## src/logic/two_wire_map.vh

```
// register offsets, field positions, reset values and timing counts
`ifndef TWO_WIRE_MAP_VH
`define TWO_WIRE_MAP_VH

// ********************
// register offsets
// ********************
`define OFS_CONTROL      3'h0
`define OFS_STATUS       3'h1
`define OFS_SHIFT_DATA   3'h2
`define OFS_OWN_ADDRESS  3'h3
`define OFS_MODE         3'h4

// ********************
// control fields
// ********************
`define CTL_RATE2        7
`define CTL_ENABLE       6
`define CTL_BEGIN        5
`define CTL_END          4
`define CTL_MATCH        3
`define CTL_ACK          2
`define CTL_RATE1        1
`define CTL_RATE0        0

// ********************
// status fields
// ********************
`define STA_BROADCAST    7
`define STA_END_SEEN     6
`define STA_SERVICE      5
`define STA_TRANSMIT     4
`define STA_OCCUPIED     3
`define STA_ARB_LOSS     2
`define STA_NACK         1
`define STA_TARGET       0

// ********************
// mode register fields
// ********************
`define MODE_DISPLAY     0
`define MODE_SOFTWARE    1

// ********************
// reset values and timing
// ********************
`define RST_CONTROL      8'h00
`define RST_OWN_ADDRESS  8'h00
`define RST_MODE         8'h00
`define BROADCAST_ADDR   7'h00
`define CLK_NS           25
`define HOLD_NS          600
`define HOLD_CYCLES      ((`HOLD_NS + `CLK_NS - 1) / `CLK_NS)

`endif

```

## src/logic/two_wire_serial_controller.v

```verilog
// byte-oriented two-wire serial bus controller, master and slave
//
// Function
// (RULE_01) master clock is oscillator divided by 16..960 per three rate bits
// (RULE_02) enable bit 6 low disables unit and releases both lines
// (RULE_03) begin request issues start when the bus is free
// (RULE_04) begin request on a busy bus gives a repeated start
// (RULE_05) end request as master places a stop on the bus
// (RULE_06) detected stop clears end request by hardware
// (RULE_07) stop is issued one service period after end request is set
// (RULE_08) address byte received sets match flag; software clears it
// (RULE_09) ack enable drives data low in acknowledge slot on reception
// (RULE_10) ack enable cleared leaves data released during acknowledge
// (RULE_11) service flag set on address, byte, or stop events as listed
// (RULE_12) reading status clears service flag
// (RULE_13) no service flag in display channel mode without software mode
// (RULE_14) shift register moves msb first, toward the high end
// (RULE_15) shift register holds byte to send or byte just received
// (RULE_16) status bit 6 set when a stop is received
// (RULE_17) status bit 4 shows transmitter role
// (RULE_18) status bit 3 shows another master holds the bus
// (RULE_19) status bit 2 shows arbitration lost
// (RULE_20) status bit 1 shows not-acknowledge from the receiver
// (RULE_21) status bit 0 shows slave role; bit 7 shows broadcast call
// (RULE_22) received address compared against seven-bit own address
// (RULE_23) status writes do nothing; reads only clear service flag
`include "two_wire_map.vh"

module two_wire_serial_controller (
  input  wire       core_clk,
  input  wire       rst_n,
  input  wire [2:0] reg_addr,
  input  wire [7:0] reg_wdata,
  input  wire       reg_write,
  input  wire       reg_read,
  output reg  [7:0] reg_rdata,
  input  wire       sda_in,
  output reg        sda_out,
  output reg        sda_oe,
  input  wire       scl_in,
  output reg        scl_out,
  output reg        scl_oe,
  output reg        service_irq
);

  // ********************
  // states
  // ********************
  localparam ST_IDLE  = 3'h0;
  localparam ST_START = 3'h1;
  localparam ST_BIT   = 3'h2;
  localparam ST_ACK   = 3'h3;
  localparam ST_HOLD  = 3'h4;
  localparam ST_STOP  = 3'h5;
  localparam ST_SLAVE = 3'h6;

  reg  [7:0] serial_control;
  reg  [7:0] serial_shift_data;
  reg  [7:0] own_address_reg;
  reg  [7:0] mode_reg;
  reg        broadcast_call_flag;
  reg        bus_end_seen_flag;
  reg        service_flag;
  reg        transmitter_flag;
  reg        arbitration_loss_flag;
  reg        ack_response_flag;
  reg        target_role_flag;
  reg        is_master;
  reg        addr_phase;
  reg  [2:0] state;
  reg  [1:0] phase;
  reg  [3:0] bit_cnt;
  reg        drive_sda_low;
  reg        drive_scl_low;
  reg        stop_armed;

  wire       tick;
  wire       start_seen;
  wire       stop_seen;
  wire       scl_rise;
  wire       scl_fall;
  wire       bus_busy;
  wire       enabled;
  wire       ack_enable;
  wire       irq_allowed;
  wire       status_read;
  wire [7:0] status_word;
  wire       addr_match;
  wire       bcast_match;
  reg        set_service;

  assign enabled     = serial_control[`CTL_ENABLE];
  assign ack_enable  = serial_control[`CTL_ACK];
  assign status_read = reg_read && (reg_addr == `OFS_STATUS);
  assign irq_allowed = !(mode_reg[`MODE_DISPLAY] && !mode_reg[`MODE_SOFTWARE]); // RULE_13
  assign addr_match  = serial_shift_data[7:1] == own_address_reg[7:1]; // RULE_22
  assign bcast_match = (serial_shift_data[7:1] == `BROADCAST_ADDR) && own_address_reg[0];
  assign status_word = {broadcast_call_flag, bus_end_seen_flag, service_flag,
                        transmitter_flag, bus_busy && !is_master,
                        arbitration_loss_flag, ack_response_flag, target_role_flag};

  rate_divider u_rate (
    .core_clk  (core_clk),
    .rst_n     (rst_n),
    .run       (enabled && is_master),
    .rate_code ({serial_control[`CTL_RATE2], serial_control[`CTL_RATE1],
                 serial_control[`CTL_RATE0]}),
    .tick      (tick)
  );

  line_watch u_watch (
    .core_clk   (core_clk),
    .rst_n      (rst_n),
    .sda_in     (sda_in),
    .scl_in     (scl_in),
    .start_seen (start_seen),
    .stop_seen  (stop_seen),
    .scl_rise   (scl_rise),
    .scl_fall   (scl_fall),
    .busy       (bus_busy)
  );

  // ********************
  // register file and protocol engine
  // ********************
  always @(posedge core_clk) begin
    if (!rst_n) begin
      serial_control        <= `RST_CONTROL;
      serial_shift_data     <= 8'h00;
      own_address_reg       <= `RST_OWN_ADDRESS;
      mode_reg              <= `RST_MODE;
      broadcast_call_flag   <= 1'b0;
      bus_end_seen_flag     <= 1'b0;
      service_flag          <= 1'b0;
      transmitter_flag      <= 1'b0;
      arbitration_loss_flag <= 1'b0;
      ack_response_flag     <= 1'b0;
      target_role_flag      <= 1'b0;
      is_master             <= 1'b0;
      addr_phase            <= 1'b0;
      state                 <= ST_IDLE;
      phase                 <= 2'h0;
      bit_cnt               <= 4'h0;
      drive_sda_low         <= 1'b0;
      drive_scl_low         <= 1'b0;
      stop_armed            <= 1'b0;
      set_service           <= 1'b0;
    end else begin
      set_service <= 1'b0;
      // software access; status writes ignored
      if (reg_write) begin // RULE_23
        case (reg_addr)
          `OFS_CONTROL:     serial_control <= reg_wdata;
          `OFS_SHIFT_DATA:  serial_shift_data <= reg_wdata; // RULE_15
          `OFS_OWN_ADDRESS: own_address_reg <= reg_wdata;
          `OFS_MODE:        mode_reg <= reg_wdata;
          default: ;
        endcase
      end
      if (reg_write && reg_addr == `OFS_CONTROL && reg_wdata[`CTL_END])
        stop_armed <= 1'b0;
      // service flag: set wins over read clear
      if (set_service && irq_allowed) // RULE_11 RULE_13
        service_flag <= 1'b1;
      else if (status_read)
        service_flag <= 1'b0; // RULE_12
      if (stop_seen) begin
        bus_end_seen_flag           <= 1'b1; // RULE_16
        serial_control[`CTL_END]    <= 1'b0; // RULE_06
        if (target_role_flag)
          set_service <= 1'b1; // RULE_11
        target_role_flag <= 1'b0;
        transmitter_flag <= 1'b0;
      end
      if (start_seen && !is_master)
        bus_end_seen_flag <= 1'b0;

      if (!enabled) begin // RULE_02
        state         <= ST_IDLE;
        is_master     <= 1'b0;
        drive_sda_low <= 1'b0;
        drive_scl_low <= 1'b0;
        target_role_flag <= 1'b0;
        transmitter_flag <= 1'b0;
      end else begin
        case (state)
          ST_IDLE: begin
            drive_sda_low <= 1'b0;
            drive_scl_low <= 1'b0;
            if (serial_control[`CTL_BEGIN] && !bus_busy) begin // RULE_03
              is_master             <= 1'b1;
              arbitration_loss_flag <= 1'b0;
              phase                 <= 2'h0;
              state                 <= ST_START;
            end else if (start_seen) begin
              state      <= ST_SLAVE;
              addr_phase <= 1'b1;
              bit_cnt    <= 4'h0;
            end
          end
          ST_START: if (tick) begin
            phase <= phase + 2'h1;
            case (phase)
              2'h0: drive_sda_low <= 1'b0;
              2'h1: drive_scl_low <= 1'b0;
              2'h2: drive_sda_low <= 1'b1;
              default: begin
                drive_scl_low              <= 1'b1;
                serial_control[`CTL_BEGIN] <= 1'b0;
                transmitter_flag           <= 1'b1; // RULE_17
                addr_phase                 <= 1'b1;
                bit_cnt                    <= 4'h0;
                state                      <= ST_BIT;
              end
            endcase
          end
          ST_BIT: if (tick) begin
            phase <= phase + 2'h1;
            case (phase)
              2'h0: drive_sda_low <= transmitter_flag && !serial_shift_data[7]; // RULE_14
              2'h1: drive_scl_low <= 1'b0;
              2'h2: if (scl_in) begin
                if (transmitter_flag && serial_shift_data[7] && !sda_in) begin
                  arbitration_loss_flag <= 1'b1; // RULE_19
                  is_master             <= 1'b0;
                  transmitter_flag      <= 1'b0;
                  drive_sda_low         <= 1'b0;
                  set_service           <= 1'b1;
                  state                 <= ST_IDLE;
                end
                serial_shift_data <= {serial_shift_data[6:0], sda_in}; // RULE_14
                bit_cnt <= bit_cnt + 4'h1;
              end else
                phase <= phase;
              default: begin
                drive_scl_low <= 1'b1;
                if (bit_cnt == 4'h8)
                  state <= ST_ACK;
              end
            endcase
          end
          ST_ACK: if (tick) begin
            phase <= phase + 2'h1;
            case (phase)
              // master receiver answers per ack enable
              2'h0: drive_sda_low <= !transmitter_flag && ack_enable; // RULE_09 RULE_10
              2'h1: drive_scl_low <= 1'b0;
              2'h2: if (transmitter_flag)
                ack_response_flag <= sda_in; // RULE_20
              default: begin
                drive_scl_low <= 1'b1;
                drive_sda_low <= 1'b0;
                set_service   <= 1'b1; // RULE_11
                if (addr_phase)
                  transmitter_flag <= !serial_shift_data[0];
                addr_phase <= 1'b0;
                bit_cnt    <= 4'h0;
                state      <= ST_HOLD;
              end
            endcase
          end
          ST_HOLD: begin
            // clock held low until an end or begin request, or a tick with the service flag clear; stop on the first tick after the end request is armed
            if (serial_control[`CTL_END] && !stop_armed) begin
              stop_armed <= 1'b1;
            end else if (serial_control[`CTL_END] && tick) begin // RULE_05 RULE_07
              stop_armed <= 1'b0;
              phase      <= 2'h0;
              state      <= ST_STOP;
            end else if (serial_control[`CTL_BEGIN] && tick) begin // RULE_04
              phase         <= 2'h0;
              drive_sda_low <= 1'b0;
              state         <= ST_START;
            end else if (!service_flag && tick) begin
              phase <= 2'h0;
              state <= ST_BIT;
            end
          end
          ST_STOP: if (tick) begin
            phase <= phase + 2'h1;
            case (phase)
              2'h0: drive_sda_low <= 1'b1;
              2'h1: drive_scl_low <= 1'b0;
              2'h2: drive_sda_low <= 1'b0;
              default: begin
                is_master        <= 1'b0;
                transmitter_flag <= 1'b0;
                state            <= ST_IDLE;
              end
            endcase
          end
          ST_SLAVE: begin
            if (stop_seen || start_seen) begin
              drive_sda_low <= 1'b0;
              addr_phase    <= start_seen;
              bit_cnt       <= 4'h0;
              if (stop_seen)
                state <= ST_IDLE;
            end else if (scl_rise && bit_cnt < 4'h8) begin
              serial_shift_data <= {serial_shift_data[6:0], sda_in}; // RULE_14
              bit_cnt <= bit_cnt + 4'h1;
            end else if (scl_fall && bit_cnt == 4'h8) begin
              bit_cnt <= 4'h9;
              if (addr_phase) begin
                serial_control[`CTL_MATCH] <= 1'b1; // RULE_08
                if (ack_enable && (addr_match || bcast_match)) begin // RULE_22
                  drive_sda_low       <= 1'b1; // RULE_09
                  target_role_flag    <= 1'b1; // RULE_21
                  broadcast_call_flag <= bcast_match; // RULE_21
                  transmitter_flag    <= serial_shift_data[0] && !bcast_match;
                  set_service         <= 1'b1; // RULE_11
                end else
                  state <= ST_IDLE;
              end else if (!transmitter_flag) begin
                drive_sda_low <= ack_enable; // RULE_09 RULE_10
                set_service   <= 1'b1; // RULE_11
              end
            end else if (scl_rise && bit_cnt == 4'h9 && transmitter_flag && !addr_phase) begin
              ack_response_flag <= sda_in; // RULE_20
              set_service       <= 1'b1;
            end else if (scl_fall && bit_cnt == 4'h9) begin
              addr_phase    <= 1'b0;
              bit_cnt       <= 4'h0;
              drive_sda_low <= transmitter_flag && !serial_shift_data[7];
            end else if (scl_fall && transmitter_flag && bit_cnt < 4'h8) begin
              drive_sda_low <= !serial_shift_data[7]; // RULE_14
            end
          end
          default: state <= ST_IDLE;
        endcase
      end
    end
  end

  // ********************
  // registered outputs
  // ********************
  always @(posedge core_clk) begin
    if (!rst_n) begin
      reg_rdata   <= 8'h00;
      sda_out     <= 1'b0;
      sda_oe      <= 1'b0;
      scl_out     <= 1'b0;
      scl_oe      <= 1'b0;
      service_irq <= 1'b0;
    end else begin
      sda_out     <= 1'b0;
      scl_out     <= 1'b0;
      sda_oe      <= enabled && drive_sda_low; // RULE_02
      scl_oe      <= enabled && drive_scl_low; // RULE_02
      service_irq <= service_flag;
      reg_rdata   <= 8'h00;
      if (reg_read) begin
        case (reg_addr)
          `OFS_CONTROL:     reg_rdata <= serial_control;
          `OFS_STATUS:      reg_rdata <= status_word; // RULE_18
          `OFS_SHIFT_DATA:  reg_rdata <= serial_shift_data; // RULE_15
          `OFS_OWN_ADDRESS: reg_rdata <= own_address_reg;
          `OFS_MODE:        reg_rdata <= mode_reg;
          default:          reg_rdata <= 8'h00;
        endcase
      end
    end
  end

endmodule

```

## src/logic/rate_divider.v

```verilog
// quarter-bit enable pulse for the master serial clock
`include "two_wire_map.vh"

module rate_divider (
  input  wire       core_clk,
  input  wire       rst_n,
  input  wire       run,
  input  wire [2:0] rate_code,
  output reg        tick
);

  reg  [7:0] count;
  wire [7:0] limit;

  // ********************
  // divisor to quarter period
  // ********************
  // each bit has four phases, so one phase lasts divisor/4 cycles
  function [7:0] quarter;
    input [2:0] code;
    begin
      case (code)
        3'h0: quarter = 8'h04;
        3'h1: quarter = 8'h06;
        3'h2: quarter = 8'h08;
        3'h3: quarter = 8'h0f;
        3'h4: quarter = 8'h1e;
        3'h5: quarter = 8'h3c;
        3'h6: quarter = 8'h78;
        default: quarter = 8'hf0;
      endcase
    end
  endfunction

  assign limit = quarter(rate_code); // RULE_01

  always @(posedge core_clk) begin
    if (!rst_n || !run) begin
      count <= 8'h00;
      tick  <= 1'b0;
    end else if (count >= limit - 8'h01) begin
      count <= 8'h00;
      tick  <= 1'b1;
    end else begin
      count <= count + 8'h01;
      tick  <= 1'b0;
    end
  end

endmodule

```

## src/logic/line_watch.v

```verilog
// start and stop condition detector on the sampled bus lines
`include "two_wire_map.vh"

module line_watch (
  input  wire core_clk,
  input  wire rst_n,
  input  wire sda_in,
  input  wire scl_in,
  output reg  start_seen,
  output reg  stop_seen,
  output reg  scl_rise,
  output reg  scl_fall,
  output reg  busy
);

  reg sda_q;
  reg scl_q;

  always @(posedge core_clk) begin
    if (!rst_n) begin
      sda_q      <= 1'b1;
      scl_q      <= 1'b1;
      start_seen <= 1'b0;
      stop_seen  <= 1'b0;
      scl_rise   <= 1'b0;
      scl_fall   <= 1'b0;
      busy       <= 1'b0;
    end else begin
      sda_q      <= sda_in;
      scl_q      <= scl_in;
      start_seen <= scl_in && scl_q && sda_q && !sda_in;
      stop_seen  <= scl_in && scl_q && !sda_q && sda_in;
      scl_rise   <= scl_in && !scl_q;
      scl_fall   <= !scl_in && scl_q;
      if (scl_in && scl_q && sda_q && !sda_in)
        busy <= 1'b1;
      else if (scl_in && scl_q && !sda_q && sda_in)
        busy <= 1'b0;
    end
  end

endmodule

```

## config.mk

```make
export PLATFORM = sky130hd
export DESIGN_NAME = two_wire_serial_controller
export DESIGN_NICKNAME = d
export VERILOG_FILES = /design/src/logic/two_wire_serial_controller.v /design/src/logic/rate_divider.v /design/src/logic/line_watch.v
export VERILOG_INCLUDE_DIRS = /design/src /design/src/logic
export SDC_FILE = /design/constraint.sdc
export NUM_CORES = 1
export LEC_CHECK = 0
export CORE_MARGIN = 4
export CORE_UTILIZATION = 60
export CTS_CLUSTER_SIZE = 16
export DETAILED_ROUTE_END_ITERATION = 12
export DONT_BUFFER_PORTS = 1
export PLACE_DENSITY = 0.76
export SYNTH_ARGS = -nofsm -noshare
export SYNTH_HDL_FRONTEND = slang
export SYNTH_HIERARCHICAL = 1
export SYNTH_SLANG_ARGS = --single-unit
```

## constraint.sdc

```tcl
create_clock -name core_clk -period 5.54 [get_ports core_clk]
set_input_delay 0.831 -clock core_clk [delete_from_list [all_inputs] [get_ports core_clk]]
set_output_delay 0.831 -clock core_clk [all_outputs]
set_load 0.02 [all_outputs]
```

# Yosys cells after proc, flatten, opt, wreduce, memory -nomap -nowiden
# Cells that the tools add are included.
dict set report totals {
  word_cells 394
  romBits 0
  latch_bits 0
  mem_bits_rw 0
  input_bits 17
  n_memories 0
  register_bits 81
}
dict set report op_classes {
  n_shift 0
  reduce_logical 97
  n_bitwise 3
  n_eq_ne 73
  multipliers 0
  addsub 4
  mux 180
  order_cmp 2
  div 0
}
# op count
set op_table {}
lappend op_table {{$mux W1} 107}
lappend op_table {{$mux W3} 22}
lappend op_table {{$mux W8} 8}
lappend op_table {{$pmux W8 S7} 1}
lappend op_table {{$mux W4} 12}
lappend op_table {{$ne A2 B2 Y1 const B} 22}
lappend op_table {{$pmux W8 S5} 1}
lappend op_table {{$reduce_and A19 Y1} 2}
lappend op_table {{$logic_and A1 B1 Y1} 37}
lappend op_table {{$ne A3 B3 Y1 const B} 12}
lappend op_table {{$ne A5 B5 Y1 const B} 5}
lappend op_table {{$eq A3 B3 Y1 const B} 7}
lappend op_table {{$pmux W3 S7} 1}
lappend op_table {{$eq A3 B2 Y1 const B} 6}
lappend op_table {{$mux W2} 9}
lappend op_table {{$logic_not A1 Y1} 17}
lappend op_table {{$ne A2 B1 Y1 const B} 8}
lappend op_table {{$pmux W4 S4} 1}
lappend op_table {{$pmux W8 S2} 1}
lappend op_table {{$reduce_and A8 Y1} 2}
lappend op_table {{$pmux W1 S2} 7}
lappend op_table {{$reduce_and A7 Y1} 2}
lappend op_table {{$reduce_or A2 Y1} 7}
lappend op_table {{$mux W6} 2}
lappend op_table {{35 further kinds} 60}

# Longest topological paths before layout
dict set report depth {
  depth_word 11
  ltp_mapped 11
  ltp_nobuf 10
}

# Hierarchy
# Netlist, hierarchy kept.
# mod area_each_um2 cells_per_inst n_inst
set by_module_without_submodules {}
lappend by_module_without_submodules {two_wire_serial_controller 3983.8 508 1}
lappend by_module_without_submodules {rate_divider 643.1 69 1}
lappend by_module_without_submodules {line_watch 206.4 19 1}

# Worst setup path after synthesis
# No wires, ideal clock.
dict set report synth_timing {
  path_type {input to register}
  start {input scl_in}
  end {register transmitter_flag}
  path_stages 7
  slack_ns 3.286
  path_buffers 1
  setup_time_ns 0.068
  t_arrival_ns 2.186
  cell_sequence {and4b_4 -> a2111oi_2 -> a211oi_1 -> and3_1 -> buf_6 -> o311a_1 -> a21oi_2}
}
dict set report synth_via {
  elab_chain_len 4
}
# element line_no
set synth_lines {}
lappend synth_lines {{from (decl)} two_wire_serial_controller.v:40} ;# input wire scl_in,
lappend synth_lines {{$mux W1} two_wire_serial_controller.v:222} ;# 2'h2: if (scl_in) begin
lappend synth_lines {{$mux W1} two_wire_serial_controller.v:219} ;# case (phase)
lappend synth_lines {{$mux W1} two_wire_serial_controller.v:217} ;# ST_BIT: if (tick) begin
lappend synth_lines {{$pmux W1 S5} two_wire_serial_controller.v:186} ;# case (state)
lappend synth_lines {{to (signal assigned)} two_wire_serial_controller.v:255} ;# transmitter_flag <= !serial_shift_data[0];
lappend synth_lines {{to (signal assigned)} two_wire_serial_controller.v:310} ;# transmitter_flag <= serial_shift_data[0] && !bcast_match;
lappend synth_lines {{to (decl)} two_wire_serial_controller.v:64} ;# reg transmitter_flag;
# Every way passes these cells.
# A chain may end at the register's enable or synchronous reset.

# Final worst setup path
dict set report layout_timing {
  start {register state[2]}
  end {register transmitter_flag}
}
dict set report layout_via {
  elab_chain_len 2
  word_cells_on_any_way 6
  cone_classes {eq/ne (5); mux (1)}
}
# element line_no
set layout_lines {}
lappend layout_lines {{from (decl)} two_wire_serial_controller.v:70} ;# reg [2:0] state;
lappend layout_lines {{from (signal assigned)} two_wire_serial_controller.v:141} ;# state <= ST_IDLE;
lappend layout_lines {{from (signal assigned)} two_wire_serial_controller.v:179} ;# state <= ST_IDLE;
lappend layout_lines {{from (signal assigned)} two_wire_serial_controller.v:194} ;# state <= ST_START;
lappend layout_lines {{$eq A3 B3 Y1 (tied with other cells)} two_wire_serial_controller.v:186}
lappend layout_lines {{$pmux W1 S5 (*)} two_wire_serial_controller.v:186}
# Mark *: on every way between the ends. The rest lies on a longest branch, timed or not.

==> summary.md <==
| Metric | Value |
|---|---|
| Status | `finished, final reports clean` |
| Core Area | `7770 µm²` |
| Endpoints failing hold | `0` |
| Die Area | `9560 µm²` |
| Post-Syn Area per Cell | `8.11 µm²` |
| Final core utilization | `63.7%` |
| Worst setup SP type | `register` |
| Post-synth top area cell | `dfxtp_1` |
| Register area share after synthesis | `33.5%` |
| Most frequent cells in the layout | `dfxtp_1, nand2_1, a21oi_1` |
| DPL Wire Length | `9090 µm` |
| Number of synthesized flops with an enable pin | `0` |
| Warnings, synthesis | `6` |
| Max VDD drop | `0.000193 V` |
| CTS buffer count | `9` |
| Vias in the first global route | `4100` |
| Routed Antenna Nets | `0` |
| DRT Wirelength | `12700 µm` |
| Area grow syn2layout | `2.41%` |
| Relative slew slack | `42.7%` |
| Async SR Flop Fraction | `0%` |
| Final GP Congestion | `0.950` |
| Critical path required time | `5.84 ns` |
| GRT Resource Usage Total | `26.7%` |
| Yosys reg bits | `81` |
| Via count | `4466` |
| PD cells | `213 nW/µm²` |
| Clk sinks | `81` |
| WP data arrival | `2.92 ns` |
| Share of the synthesized area in the top cell type | `33.5%` |
| Post-CTS resize count | `0` |
| Hold buffers post-CTS | `0` |
| Starting DRT DRC Count | `452` |
| Pin count of the biggest net entering global routing | `36` |
| First-pass GRT wire length | `20900 µm` |
| Initial core utilization | `62.2%` |
| Worst Clk Skew | `0.0118 ns` |
| CTS Buffer Depth | `2` |
| Netlist cell types | `77` |
| # Max-Cap Violations | `0` |
| Worst Slack Setup Final | `2.92 ns` |
| Initial DRT Pass Iterations | `6` |
| Mapped Cells | `596` |
| Worst Path Max Fanout | `23` |
| Worst-margin pin slew | `0.858 ns` |
| Post-route DRC | `0` |
| Initial antenna violation count | `0` |
| Final slew viol count | `0` |
| Final Cycle Share | `47.3%` |
| Root Driver | `clkbuf_8` |
| Final setup TNS | `0 ns` |
| Nets | `603` |
| Post-synth top flop | `dfxtp_1` |
| WL per Instance | `18.8 µm` |
| Worst path top cell family by delay | `compound AO/OA/AOI/OAI gates` |
| DIE WIDTH | `97.8 µm` |
| Crit path time final | `2.62 ns` |
| Cell Area, Synth | `4830 µm²` |
| Rows | `32` |
| I/O pin total | `30` |
| Most common cell after layout, fill and taps aside | `dfxtp_1` |
| Placement Setup Slack | `3.00 ns` |
| Bufs and invs on worst path | `2` |
| Gr ovfl total | `0` |
| Crit path cell chain | `buf_4 > clkinv_1 > o32ai_1 > o2111ai_1 > and3_1 > o311a_1 > a21oi_2` |
| Diodes inserted | `0` |
| Critical path capture point type | `register` |
| Fraction of layout cells with a size suffix above 1 | `7.14%` |
| Worst skew pair latency | `0.36 ns` |
| RSZ-0062 raised after global routing | `false` |
| Critical path class | `reg -> reg` |
| HP Class | `reg -> reg` |
| Critical-path top delay cell | `dfxtp_1` |
| Critical Path Max Stage Delay | `0.82 ns` |
| H-tree depth | `3` |
| Max Clk Rate | `381 MHz` |
| Chip height | `97.8 µm` |
| Synth top area cells | `dfxtp_1, nand2_1, a21oi_1` |
| Clock transition at path regs | `0.09 ns` |
| CTS tree | `built` |
| Port bufs | `0` |
| Leakage power | `1.77 nW` |
| Final setup viols | `0` |
| Post-CTS Setup Bufs | `0` |
| Vias per cell | `6.61` |
-- layout make-up --
type                    instances  area (µm²)
clock buffers                   9         124
clock inverters                 7        53.8
fillers                       704        2820
inverters                      19        71.3
multi-input cells             455        2930
flip-flops and latches         81        1620
well taps                     102         128
repair buffers                  3        22.5
-- logic make-up after synthesis --
kind of cell	after synthesis	share of synthesized area [%]
compound gates	146	20.9
xor+xnor	15	2.72
fa+ha+maj	17	4.40
buf+inv	61	5.93
flops	81	33.5
mux	27	5.93
other cells	1	0.0776
simple gates	248	26.5
-- cells in the mapped netlist, types with 3 or more instances --
cell / n
a211oi_1: 12
a21oi_1: 53
a22oi_1: 8
a311oi_1: 7
a31oi_1: 9
a32oi_1: 3
and2_1: 6
and2b_1: 4
and3_1: 11
and4b_1: 3
buf_2: 9
buf_4: 4
buf_6: 4
clkbuf_1: 22
dfxtp_1: 81
ha_1: 17
inv_1: 17
mux2_2: 3
mux2i_1: 23
nand2_1: 77
nand2b_1: 9
nand3_1: 28
nand3b_1: 5
nand4_1: 5
nor2_1: 49
nor2b_1: 7
nor3_1: 15
nor3b_1: 3
o211ai_1: 8
o21ai_0: 14
o31ai_1: 3
o32ai_1: 3
or2_2: 4
xnor2_1: 4
xor2_1: 11
-- metal layers --
layer,global-route usage [%],wire length (µm),part of all wire (%),up-vias
met3,6.00,1120,8.8,26
li1,-,-,-,2094
met4,7.88,259,2.0,0
met5,0,0,0,-
met2,40.9,5800,46,226
met1,37.7,5510,43,2120
-- worst paths after layout --
kind / startpoint / end / slack [ns] / cells past startpoint
worst max-delay path: state[2] / transmitter_flag / 2.92 / 7
worst min-delay path: mode_reg[6] / mode_reg[6] / 0.47 / 2
worst max register to register: state[2] / transmitter_flag / 2.92 / 7
worst min register to register: mode_reg[6] / mode_reg[6] / 0.47 / 2
-- worst reg2reg max path, cell delays in order, from the launching register on --
cell,delay (ns)
dfxtp_1,0.82
buf_4,0.34
clkinv_1,0.28
o32ai_1,0.21
o2111ai_1,0.14
and3_1,0.28
o311a_1,0.37
a21oi_2,0.11
-- stage by stage --
| stage | hold WS, ns | instances | power, mW | cell area [µm²] |
|---|---|---|---|---|
| final | 0.465 | 676 | 1.05 | 4950 |
| after detailed placement | 0.450 | 660 | 0.663 | 4770 |
| after global routing | 0.485 | 676 | 1.09 | 4950 |
| after global placement | 0.445 | 660 | 0.661 | 4770 |
| after CTS | 0.463 | 676 | 1.06 | 4950 |
| after floorplan | 0.436 | 597 | 0.658 | 4840 |
-- power by group --
| group | internal (mW) | switching, mW | total (mW) |
|---|---|---|---|
| Clock | 0.166 | 0.237 | 0.402 |
| Sequential | 0.589 | 0.0121 | 0.602 |
| Combinational | 0.0197 | 0.0294 | 0.0491 |
No activity file was read; power rests on OpenSTA's default activity.
